<file path="src/logic/rclk2_pkg.sv">
// Constants and types shared by the recovered clock 2 control logic
package rclk2_pkg;

	// ------------------------------------------------------------
	// Register map
	// ------------------------------------------------------------
	localparam logic [7:0] CTRL_OFFSET = 8'h18;
	localparam logic [7:0] STATUS_OFFSET = 8'h1c;
	localparam int REG_W = 16;
	localparam logic [15:0] CTRL_RESET = 16'h0000;
	localparam logic [15:0] CTRL_WMASK = 16'hff37;

	// ------------------------------------------------------------
	// Control field positions
	// ------------------------------------------------------------
	localparam int EN_BIT = 15;
	localparam int SRC_HI = 14;
	localparam int SRC_LO = 11;
	localparam int FREQ_HI = 10;
	localparam int FREQ_LO = 8;
	localparam int SQ_HI = 5;
	localparam int SQ_LO = 4;
	localparam int ORG_HI = 2;
	localparam int ORG_LO = 0;

	// ------------------------------------------------------------
	// Status field positions
	// ------------------------------------------------------------
	localparam int ST_ACTIVE_BIT = 0;
	localparam int ST_RSVD_BIT = 1;
	localparam int ST_EXT_BIT = 2;
	localparam int ST_SQ_BIT = 3;

	// ------------------------------------------------------------
	// Field codes
	// ------------------------------------------------------------
	localparam logic [3:0] SRC_PORT0 = 4'h0;
	localparam logic [3:0] SRC_PORT1 = 4'h1;
	localparam logic [2:0] FREQ_25 = 3'h0;
	localparam logic [2:0] FREQ_125 = 3'h1;
	localparam logic [2:0] FREQ_31P25 = 3'h2;
	localparam logic [2:0] ORG_SERIAL = 3'h0;
	localparam logic [2:0] ORG_COPPER = 3'h1;

	typedef enum logic [1:0] {
		SQ_AUTO,
		SQ_RELAXED,
		SQ_LINK_ONLY,
		SQ_NEVER
	} squelch_t;

	// ------------------------------------------------------------
	// Divider, the source line clock is 125 MHz
	// ------------------------------------------------------------
	localparam int SRC_MHZ_X100 = 12500;
	localparam int DIV_25 = SRC_MHZ_X100 / 2500;
	localparam int DIV_31P25 = SRC_MHZ_X100 / 3125;
	localparam logic [2:0] DIV_CNT_25 = 3'(DIV_25 - 1);
	localparam logic [2:0] DIV_CNT_31P25 = 3'(DIV_31P25 - 1);
	localparam logic [2:0] HIGH_CNT_25 = 3'((DIV_25 + 1) / 2);
	localparam logic [2:0] HIGH_CNT_31P25 = 3'(DIV_31P25 / 2);

	// Per-port pin group: link up, stable, 1000 master, 10BASE-T,
	// EEE active, LP_IDLE seen, serial clock, copper clock
	localparam int PORTS = 2;
	localparam int PIN_PER_PORT = 8;
	localparam int PIN_W = PORTS * PIN_PER_PORT + 1;

endpackage

</file>
<file path="src/logic/pin_filter.sv">
// Three-stage pin synchroniser with agreement filter
`timescale 1ns/100ps
module pin_filter
	import rclk2_pkg::*;
#(
	parameter int W = 1
) (
	input wire logic clk_i,
	input wire logic rst_i,
	input wire logic [W-1:0] pin_i,
	output logic [W-1:0] pin_o
);

	// ------------------------------------------------------------
	// Synchroniser stages
	// ------------------------------------------------------------
	genvar g;
	generate
		for (g = 0; g < W; g++) begin : g_bit
			logic s1_r;
			logic s2_r;
			logic s3_r;
			logic out_r;
			wire agree = (s2_r == s3_r);
			always_ff @(posedge clk_i) begin
				if (rst_i) begin
					s1_r <= 1'b0;
					s2_r <= 1'b0;
					s3_r <= 1'b0;
					out_r <= 1'b0;
				end else begin
					s1_r <= pin_i[g];
					s2_r <= s1_r;
					s3_r <= s2_r;
					if (agree) begin
						out_r <= s3_r;
					end
				end
			end
			assign pin_o[g] = out_r;
		end
	endgenerate

endmodule

</file>
<file path="src/logic/recovered_clock_out_select.sv">
// Recovered clock 2 output selection, division and squelch control
// Overview of operation
// - Output driven only while enable bit 15 is one; resets to zero.
// - Source field 14:11 picks port 0 or port 1; resets to 0000.
// - Frequency field 10:8 selects 25, 125 or 31.25 MHz; resets 000.
// - Squelch 00 holds low on bad link, master/10BASE-T or EEE.
// - Squelch 01 also runs in master/10BASE-T and EEE LP_IDLE.
// - Squelch 10 blocks output only while selected link is down.
// - Squelch 11 never squelches; clock still given with link down.
// - External squelch pin high forces output low over all fields.
// - Origin field 2:0 picks serial or copper recovered clock.
`timescale 1ns/100ps
module recovered_clock_out_select
	import rclk2_pkg::*;
(
	input wire logic clk_i,
	input wire logic rst_i,
	input wire logic wb_cyc_i,
	input wire logic wb_stb_i,
	input wire logic wb_we_i,
	input wire logic [7:0] wb_adr_i,
	input wire logic [3:0] wb_sel_i,
	input wire logic [31:0] wb_dat_i,
	output logic [31:0] wb_dat_o,
	output logic wb_ack_o,
	input wire logic [PORTS-1:0] link_up_i,
	input wire logic [PORTS-1:0] link_stable_i,
	input wire logic [PORTS-1:0] master_1000_i,
	input wire logic [PORTS-1:0] mode_10base_i,
	input wire logic [PORTS-1:0] eee_active_i,
	input wire logic [PORTS-1:0] lp_idle_i,
	input wire logic [PORTS-1:0] serial_rclk_i,
	input wire logic [PORTS-1:0] copper_rclk_i,
	input wire logic ext_squelch_i,
	output logic recovered_clock_out_two_o
);

	// ------------------------------------------------------------
	// Pin synchronisation
	// ------------------------------------------------------------
	logic [PIN_W-1:0] pins_raw;
	logic [PIN_W-1:0] pins;
	assign pins_raw = {ext_squelch_i, copper_rclk_i, serial_rclk_i,
		lp_idle_i, eee_active_i, mode_10base_i, master_1000_i,
		link_stable_i, link_up_i};

	pin_filter #(
		.W(PIN_W)
	) u_pins (
		.clk_i(clk_i),
		.rst_i(rst_i),
		.pin_i(pins_raw),
		.pin_o(pins)
	);

	wire [PORTS-1:0] s_up = pins[1:0];
	wire [PORTS-1:0] s_stable = pins[3:2];
	wire [PORTS-1:0] s_master = pins[5:4];
	wire [PORTS-1:0] s_m10 = pins[7:6];
	wire [PORTS-1:0] s_eee = pins[9:8];
	wire [PORTS-1:0] s_lpi = pins[11:10];
	wire [PORTS-1:0] s_serial = pins[13:12];
	wire [PORTS-1:0] s_copper = pins[15:14];
	wire s_ext = pins[16];

	// ------------------------------------------------------------
	// Wishbone slave
	// ------------------------------------------------------------
	logic [REG_W-1:0] ctrl_r;
	logic [REG_W-1:0] status_r;
	logic ack_r;
	logic [31:0] dat_r;

	function automatic logic [15:0] lane_mask(input logic [3:0] sel);
		lane_mask = {{8{sel[1]}}, {8{sel[0]}}};
	endfunction

	wire req = wb_cyc_i & wb_stb_i & ~ack_r;
	wire hit_ctrl = (wb_adr_i == CTRL_OFFSET);
	wire hit_status = (wb_adr_i == STATUS_OFFSET);
	wire [15:0] wmask = lane_mask(wb_sel_i) & CTRL_WMASK;
	wire [15:0] ctrl_nxt = (ctrl_r & ~wmask) | (wb_dat_i[15:0] & wmask);
	wire [31:0] rd_nxt = hit_ctrl ? {16'h0000, ctrl_r} :
		hit_status ? {16'h0000, status_r} : 32'h0000_0000;

	always_ff @(posedge clk_i) begin
		if (rst_i) begin
			ack_r <= 1'b0;
			dat_r <= 32'h0000_0000;
		end else begin
			ack_r <= req;
			if (req) begin
				dat_r <= rd_nxt;
			end
		end
	end

	always_ff @(posedge clk_i) begin
		if (rst_i) begin
			ctrl_r <= CTRL_RESET;
		end else if (req && wb_we_i && hit_ctrl) begin
			ctrl_r <= ctrl_nxt;
		end
	end

	assign wb_ack_o = ack_r;
	assign wb_dat_o = dat_r;

	// ------------------------------------------------------------
	// Field decode
	// ------------------------------------------------------------
	wire f_en = ctrl_r[EN_BIT];
	wire [3:0] f_src = ctrl_r[SRC_HI:SRC_LO];
	wire [2:0] f_freq = ctrl_r[FREQ_HI:FREQ_LO];
	wire [1:0] f_sq = ctrl_r[SQ_HI:SQ_LO];
	wire [2:0] f_org = ctrl_r[ORG_HI:ORG_LO];

	wire src_ok = (f_src == SRC_PORT0) || (f_src == SRC_PORT1);
	wire freq_ok = (f_freq == FREQ_25) || (f_freq == FREQ_125) ||
		(f_freq == FREQ_31P25);
	wire org_ok = (f_org == ORG_SERIAL) || (f_org == ORG_COPPER);
	wire rsvd_code = ~(src_ok & freq_ok & org_ok);

	// ------------------------------------------------------------
	// Source and origin selection
	// ------------------------------------------------------------
	wire port = (f_src == SRC_PORT1);
	wire p_up = s_up[port];
	wire p_stable = s_stable[port];
	wire p_badmode = s_master[port] | s_m10[port];
	wire p_eee = s_eee[port];
	wire p_lpi = s_lpi[port];
	wire src_clk = (f_org == ORG_COPPER) ? s_copper[port] :
		s_serial[port];

	// ------------------------------------------------------------
	// Squelch policy
	// ------------------------------------------------------------
	logic squelch;
	always_comb begin
		case (squelch_t'(f_sq))
			SQ_AUTO: squelch = ~p_up | ~p_stable | p_badmode |
				p_eee;
			SQ_RELAXED: squelch = ~p_up | ~p_stable |
				(p_eee & ~p_lpi);
			SQ_LINK_ONLY: squelch = ~p_up;
			SQ_NEVER: squelch = 1'b0;
			default: squelch = 1'b1;
		endcase
	end

	wire gate = f_en & ~rsvd_code & ~squelch & ~s_ext;

	// ------------------------------------------------------------
	// Frequency divider on the selected line clock
	// ------------------------------------------------------------
	logic src_d_r;
	logic [2:0] cnt_r;
	wire src_rise = src_clk & ~src_d_r;
	wire [2:0] cnt_top = (f_freq == FREQ_25) ? DIV_CNT_25 :
		DIV_CNT_31P25;
	wire [2:0] cnt_high = (f_freq == FREQ_25) ? HIGH_CNT_25 :
		HIGH_CNT_31P25;
	wire [2:0] cnt_nxt = (cnt_r >= cnt_top) ? 3'h0 : cnt_r + 3'h1;
	wire div_clk = (f_freq == FREQ_125) ? src_clk :
		(cnt_r < cnt_high);

	always_ff @(posedge clk_i) begin
		if (rst_i) begin
			src_d_r <= 1'b0;
			cnt_r <= 3'h0;
		end else begin
			src_d_r <= src_clk;
			if (src_rise) begin
				cnt_r <= cnt_nxt;
			end
		end
	end

	// ------------------------------------------------------------
	// Output and status
	// ------------------------------------------------------------
	logic out_r;
	always_ff @(posedge clk_i) begin
		if (rst_i) begin
			out_r <= 1'b0;
			status_r <= 16'h0000;
		end else begin
			out_r <= gate & div_clk;
			status_r <= 16'h0000;
			status_r[ST_ACTIVE_BIT] <= gate;
			status_r[ST_RSVD_BIT] <= rsvd_code;
			status_r[ST_EXT_BIT] <= s_ext;
			status_r[ST_SQ_BIT] <= squelch;
		end
	end
	assign recovered_clock_out_two_o = out_r;

	// ------------------------------------------------------------
	// Checks
	// ------------------------------------------------------------
	property p_disabled_low;
		@(posedge clk_i) disable iff (rst_i)
		!f_en |=> !out_r;
	endproperty
	a_disabled_low: assert property (p_disabled_low)
		else $error("output active while disabled");

	property p_ext_low;
		@(posedge clk_i) disable iff (rst_i)
		s_ext |=> !out_r;
	endproperty
	a_ext_low: assert property (p_ext_low)
		else $error("output active under external squelch");

	property p_rsvd_low;
		@(posedge clk_i) disable iff (rst_i)
		rsvd_code |=> !out_r;
	endproperty
	a_rsvd_low: assert property (p_rsvd_low)
		else $error("output active with reserved code");

	property p_auto_mode;
		@(posedge clk_i) disable iff (rst_i)
		(f_sq == 2'b00) && (p_badmode || p_eee) |=> !out_r;
	endproperty
	a_auto_mode: assert property (p_auto_mode)
		else $error("auto squelch let clock through");

	property p_relaxed;
		@(posedge clk_i) disable iff (rst_i)
		(f_sq == 2'b01) && f_en && !rsvd_code && !s_ext && p_up &&
			p_stable && p_lpi |=> status_r[ST_ACTIVE_BIT];
	endproperty
	a_relaxed: assert property (p_relaxed)
		else $error("relaxed squelch blocked clock");

	property p_link_only;
		@(posedge clk_i) disable iff (rst_i)
		(f_sq == 2'b10) && !p_up |=> !out_r;
	endproperty
	a_link_only: assert property (p_link_only)
		else $error("link-only squelch let clock through");

	property p_never;
		@(posedge clk_i) disable iff (rst_i)
		(f_sq == 2'b11) && f_en && !rsvd_code && !s_ext
			|=> status_r[ST_ACTIVE_BIT];
	endproperty
	a_never: assert property (p_never)
		else $error("squelch applied in disable mode");

	property p_pass_125;
		@(posedge clk_i) disable iff (rst_i)
		gate && (f_freq == FREQ_125) |=> out_r == $past(src_clk);
	endproperty
	a_pass_125: assert property (p_pass_125)
		else $error("125 MHz path does not follow source");

	property p_reset_ctrl;
		@(posedge clk_i)
		$past(rst_i) |-> ctrl_r == CTRL_RESET;
	endproperty
	a_reset_ctrl: assert property (p_reset_ctrl)
		else $error("control not at reset value");

	property p_rsvd_read;
		@(posedge clk_i) disable iff (rst_i)
		ack_r |-> dat_r[31:16] == 16'h0000 && (ctrl_r & ~CTRL_WMASK) == 0;
	endproperty
	a_rsvd_read: assert property (p_rsvd_read)
		else $error("reserved bits not zero");

	property p_auto_link;
		@(posedge clk_i) disable iff (rst_i)
		(f_sq == 2'b00) && (!p_up || !p_stable) |=> !out_r;
	endproperty
	a_auto_link: assert property (p_auto_link)
		else $error("auto squelch ignored link state");

	property p_relaxed_mode;
		@(posedge clk_i) disable iff (rst_i)
		(f_sq == 2'b01) && f_en && !rsvd_code && !s_ext && p_up &&
			p_stable && !p_eee |=> status_r[ST_ACTIVE_BIT];
	endproperty
	a_relaxed_mode: assert property (p_relaxed_mode)
		else $error("relaxed squelch blocked master or 10BASE-T");

	property p_link_up;
		@(posedge clk_i) disable iff (rst_i)
		(f_sq == 2'b10) && f_en && !rsvd_code && !s_ext && p_up
			|=> status_r[ST_ACTIVE_BIT];
	endproperty
	a_link_up: assert property (p_link_up)
		else $error("link-only squelch blocked a linked port");

	property p_copper_one;
		@(posedge clk_i) disable iff (rst_i)
		gate && (f_freq == FREQ_125) && (f_src == SRC_PORT1) &&
			(f_org == ORG_COPPER) |=> out_r == $past(s_copper[1]);
	endproperty
	a_copper_one: assert property (p_copper_one)
		else $error("port 1 copper clock not selected");

	property p_serial_zero;
		@(posedge clk_i) disable iff (rst_i)
		gate && (f_freq == FREQ_125) && (f_src == SRC_PORT0) &&
			(f_org == ORG_SERIAL) |=> out_r == $past(s_serial[0]);
	endproperty
	a_serial_zero: assert property (p_serial_zero)
		else $error("port 0 serial clock not selected");

	property p_reset_out;
		@(posedge clk_i)
		$past(rst_i) |-> !out_r && !ack_r;
	endproperty
	a_reset_out: assert property (p_reset_out)
		else $error("output or ack active after reset");

endmodule

</file>
<file path="config.mk">
export PLATFORM = sky130hd
export DESIGN_NAME = recovered_clock_out_select
export DESIGN_NICKNAME = d
export VERILOG_FILES = /design/src/logic/rclk2_pkg.sv /design/src/logic/pin_filter.sv /design/src/logic/recovered_clock_out_select.sv
export SDC_FILE = /design/constraint.sdc
export NUM_CORES = 1
export LEC_CHECK = 0
export ABC_CLOCK_PERIOD_IN_PS = 1800
export BUFFER_PORTS_ARGS = -buffer_cell sky130_fd_sc_hd__buf_4
export CAP_MARGIN = 15
export CELL_PAD_IN_SITES_DETAIL_PLACEMENT = 0
export CELL_PAD_IN_SITES_GLOBAL_PLACEMENT = 1
export CORE_MARGIN = 3
export CORE_UTILIZATION = 35
export CTS_CLUSTER_DIAMETER = 40
export DETAILED_ROUTE_END_ITERATION = 6
export PLACE_DENSITY = 0.71
export SLEW_MARGIN = 20
export SYNTH_ARGS = -nofsm -noshare
export SYNTH_HDL_FRONTEND = slang
export SYNTH_SLANG_ARGS = --single-unit
</file>
<file path="constraint.sdc">
create_clock -name clk_i -period 1.8 [get_ports clk_i]
set_input_delay 0 -clock clk_i [delete_from_list [all_inputs] [get_ports clk_i]]
set_output_delay 0 -clock clk_i [all_outputs]
set_load 0.05 [all_outputs]
</file>
==> results.md <==
* Async set-or-reset flop fraction in the synthesized netlist at 0%
* Per-cell routed wire length at approximately 11 um
* Horiz. Die Dim at 109 um
* Total detailed-routing wirelength at approximately 7000 um
* Maximum ir drop on the vdd rail at ~0.42 mV
* Layout cells sized above 1 at a little under a quarter
* Run status: finished clean
* PnR Total Power at around 4.0 mW
* Slew Limit Headroom at a little under two thirds
* Number of distinct standard cells referenced by the synthesized netlist at 36
* Worst-Skew Late Latency at 360 ps
* Vias post-DR at between 2000 and 3000
* Area Overhead vs Synth at 32.5%
* Library cell occupying the most area in the post-synthesis netlist: sky130_fd_sc_hd__dfxtp_1
* Non-filler instance count after layout at approximately 610
* # fillers at between 900 and 1000
* Required time reported for the critical path endpoint at 2080 ps
* Post-route design area at just under 5000 um2
* Leakage power of the design at ~1.9 nW
* Achievable clock frequency at 573 MHz
* Hold WC Path Type: in2reg
* Overflow after GRT at 0
* Overall global routing resource usage at around an eighth
* Number of input and output port buffers inserted at 60
* Post-Route Hold Slack at around 100 ps
* Highest net fanout along the worst path at 4
* Nets@finish at 542
* Number of maximum-capacitance constraint violations at 0
* Post-synth top area share at approximately 57%
* Initial Util at about 37%
* Final hold violation count at 0
* Final setup fails at 0
* Detailed-routing iteration count for the pre-antenna-repair pass at 4
* Post-Syn Area per Cell at 10.1 um2
* Area enclosed by the die boundary at 11800 um2
* Antenna diode count at 0
* DR DRC count at 0
* Die span in y at between 100 and 150 um
* Area of the core region at approximately 10000 um2
* Worst hold path cell count at 2
* Maximum buffer depth of the clock tree at 2
* Total number of yosys warnings at 0
* Number of DRC violations after detailed-routing iteration 0 at 84
* Placed cell count at 559
* Total CTS buffers at 9
* Crit path kind: reg2reg
* Number of global-route vias before repair at between 2000 and 2500
* Post-detailed-placement half-perimeter wirelength at just under 5000 um
* Number of clock sinks at approximately 110
* Endpoint arrival time on the critical path at between 2000 and 2500 ps
* Clock Skew at about 11 ps
* Category of the worst setup path capture point: flop
* Max-slew violation total from the final report at 0
* Worst reg2reg path depth at 5
* Number of nets with antenna violations after detailed routing at 0
* Placed Instance Area at about 4300 um2
* Top flip-flop cell by instance count after synthesis: sky130_fd_sc_hd__dfxtp_1
* Root Buffer: sky130_fd_sc_hd__clkbuf_8
* Placer Congestion at between 0.7 and 0.8
* Startpoint type of the worst setup path: flop
* Cell types with the largest area share after synthesis: sky130_fd_sc_hd__dfxtp_1 (57%), sky130_fd_sc_hd__nor2b_1 (9.5%), sky130_fd_sc_hd__buf_4 (3.9%), sky130_fd_sc_hd__a21oi_1 (3.5%), sky130_fd_sc_hd__mux2i_1 (3.5%)
* Via/cell ratio at between 4 and 5
* Largest net degree at the start of global routing at 53
* RSZ-0062 raised after global routing: true
* Clock tree from TritonCTS: done
* Row count at 36
* Area used by multi-input combinational logic at ~1500 um2
* Post-synthesis cell count at roughly 370
* Flip-flop and latch count after synthesis at ~110
* Initial antenna violation count at 0
* Fin crit period at between 1500 and 2000 ps
* Number of top-level pins at 100
* Clock Pin Slew Worst Setup and Hold Paths at about 100 ps
* Cell area after synthesis at between 3000 and 4000 um2
* Period Utilization, post-route at between 90% and 100%
* Count of flip-flops with a built-in enable after synthesis at 0
* Setup slack of the most critical reg-to-reg path at ~56 ps
* Sequential area share after synthesis at 57.0%
* CTS H-tree lvls at 3
* Register cell area after layout at between 2000 and 2500 um2
* Global-route wire length before repair at approximately 11000 um
* Ratio of total power to cell area at around 830 nW/um2
* Transition time of the tightest slew-check pin at ~540 ps
[Yosys cell counts, types with 2 or more instances]
cell type,count
sky130_fd_sc_hd__nand2_1,20
sky130_fd_sc_hd__nand4_1,2
sky130_fd_sc_hd__nor3_1,6
sky130_fd_sc_hd__dfxtp_1,105
sky130_fd_sc_hd__and3_1,2
sky130_fd_sc_hd__buf_4,19
sky130_fd_sc_hd__nand2b_1,5
sky130_fd_sc_hd__or3_1,2
sky130_fd_sc_hd__mux2_2,3
sky130_fd_sc_hd__a21oi_1,26
sky130_fd_sc_hd__ha_1,5
sky130_fd_sc_hd__a22oi_1,13
sky130_fd_sc_hd__buf_1,2
sky130_fd_sc_hd__inv_1,6
sky130_fd_sc_hd__nand3_1,2
sky130_fd_sc_hd__nor2_1,32
sky130_fd_sc_hd__nor2b_1,56
sky130_fd_sc_hd__clkbuf_1,10
sky130_fd_sc_hd__o21ai_0,18
sky130_fd_sc_hd__mux2i_1,13
sky130_fd_sc_hd__nor3b_1,3
[final cells by class]
class                           count  area share [%]
Tap cell                          133            3.41
Clock buffer                       10            2.82
Sequential cell                   105            43.1
Multi-Input combinational cell    238            30.0
Timing Repair Buffer              111            19.2
Inverter                            6           0.461
Clock inverter                      6           0.999
[per-stage QoR]
| step | worst slack (ps) | TNS (ps) | utilization (%) |
|---|---|---|---|
| 2_1_floorplan | 43.1 | 0 | - |
| 3_5_place_dp | -87.3 | -177 | 43.2 |
| 6_report | 56.1 | 0 | 48.8 |
| 4_1_cts | 8.86 | 0 | 48.2 |
| 5_1_grt | -27.8 | -61.4 | 48.8 |
| 3_3_place_gp | -0.554 | -0.554 | 43.2 |
[critical path, stage by stage (launching register included)]
cell and delay, ps:
sky130_fd_sc_hd__dfxtp_1 320, sky130_fd_sc_hd__or4b_4 560, sky130_fd_sc_hd__mux4_2 300, sky130_fd_sc_hd__nand2b_4 70
sky130_fd_sc_hd__or3_1 300, sky130_fd_sc_hd__a21oi_1 120
[logic make-up after synthesis]
kind of cell / Yosys count / synth area share (%)
muxes: 17 / 5.06
other: 1 / 0.102
DFF: 105 / 57.0
buffers and inverters: 39 / 6.15
adders and majority gates: 5 / 1.70
AOI/OAI and AO/OA: 63 / 9.92
and+or+nand+nor: 135 / 20.0
[path summary, 6_finish.rpt]
path	to	from
max	cnt_r[0]$_SDFFE_PP0P_	flop
min	u_pins.g_bit[3].s1_r$_SDFF_PP0_	rst_i
max reg2reg	cnt_r[0]$_SDFFE_PP0P_	flop
min reg2reg	u_pins.g_bit[1].s2_r$_SDFF_PP0_	u_pins.g_bit[1].s1_r$_SDFF_PP0_
[placed cells by master (no fill, tap or decap), types with 2 or more instances in the layout]
| cell type | instances |
|---|---|
| sky130_fd_sc_hd__o21ai_0 | 18 |
| sky130_fd_sc_hd__a21oi_1 | 25 |
| sky130_fd_sc_hd__buf_4 | 78 |
| sky130_fd_sc_hd__nand2_1 | 20 |
| sky130_fd_sc_hd__nand2b_4 | 2 |
| sky130_fd_sc_hd__dfxtp_1 | 101 |
| sky130_fd_sc_hd__mux2i_1 | 13 |
| sky130_fd_sc_hd__and3_1 | 2 |
| sky130_fd_sc_hd__clkinvlp_4 | 2 |
| sky130_fd_sc_hd__mux2_2 | 3 |
| sky130_fd_sc_hd__inv_1 | 5 |
| sky130_fd_sc_hd__ha_1 | 4 |
| sky130_fd_sc_hd__dfxtp_2 | 4 |
| sky130_fd_sc_hd__nor2b_1 | 56 |
| sky130_fd_sc_hd__nand2b_1 | 3 |
| sky130_fd_sc_hd__nor3_1 | 6 |
| sky130_fd_sc_hd__nand4_1 | 2 |
| sky130_fd_sc_hd__clkbuf_8 | 10 |
| sky130_fd_sc_hd__buf_12 | 2 |
| sky130_fd_sc_hd__a22oi_1 | 13 |
| sky130_fd_sc_hd__nor2_1 | 32 |
| sky130_fd_sc_hd__nor3b_1 | 2 |
| sky130_fd_sc_hd__or4b_4 | 2 |
| sky130_fd_sc_hd__dlygate4sd3_1 | 31 |
| sky130_fd_sc_hd__conb_1 | 18 |
| sky130_fd_sc_hd__nand3_1 | 2 |
[timing repair]
item                                    4_1_cts  5_1_grt
endpoints found under the setup margin        3        3
cloned                                        0        0
pin swaps                                     1        5
hold buffers                                 31        0
resized for setup                             3        8
hold endpoints to repair                     31        0
buffers inserted                              0        3
[power breakdown]
group          total (mW)  internal [mW]  switching [mW]
Combinational       0.309          0.141           0.168
Sequential           2.39           2.37          0.0169
Clock                1.34          0.555           0.786
Total                4.04           3.07           0.971
[layer usage]
metal  GRT usage [%]  part of all wire [%]
met1            15.8                    47
met2            19.2                    46
met3            4.54                   6.1
met4            3.34                   1.4
met5               0                     0
Note: power is estimated with default switching activity, not from simulation.
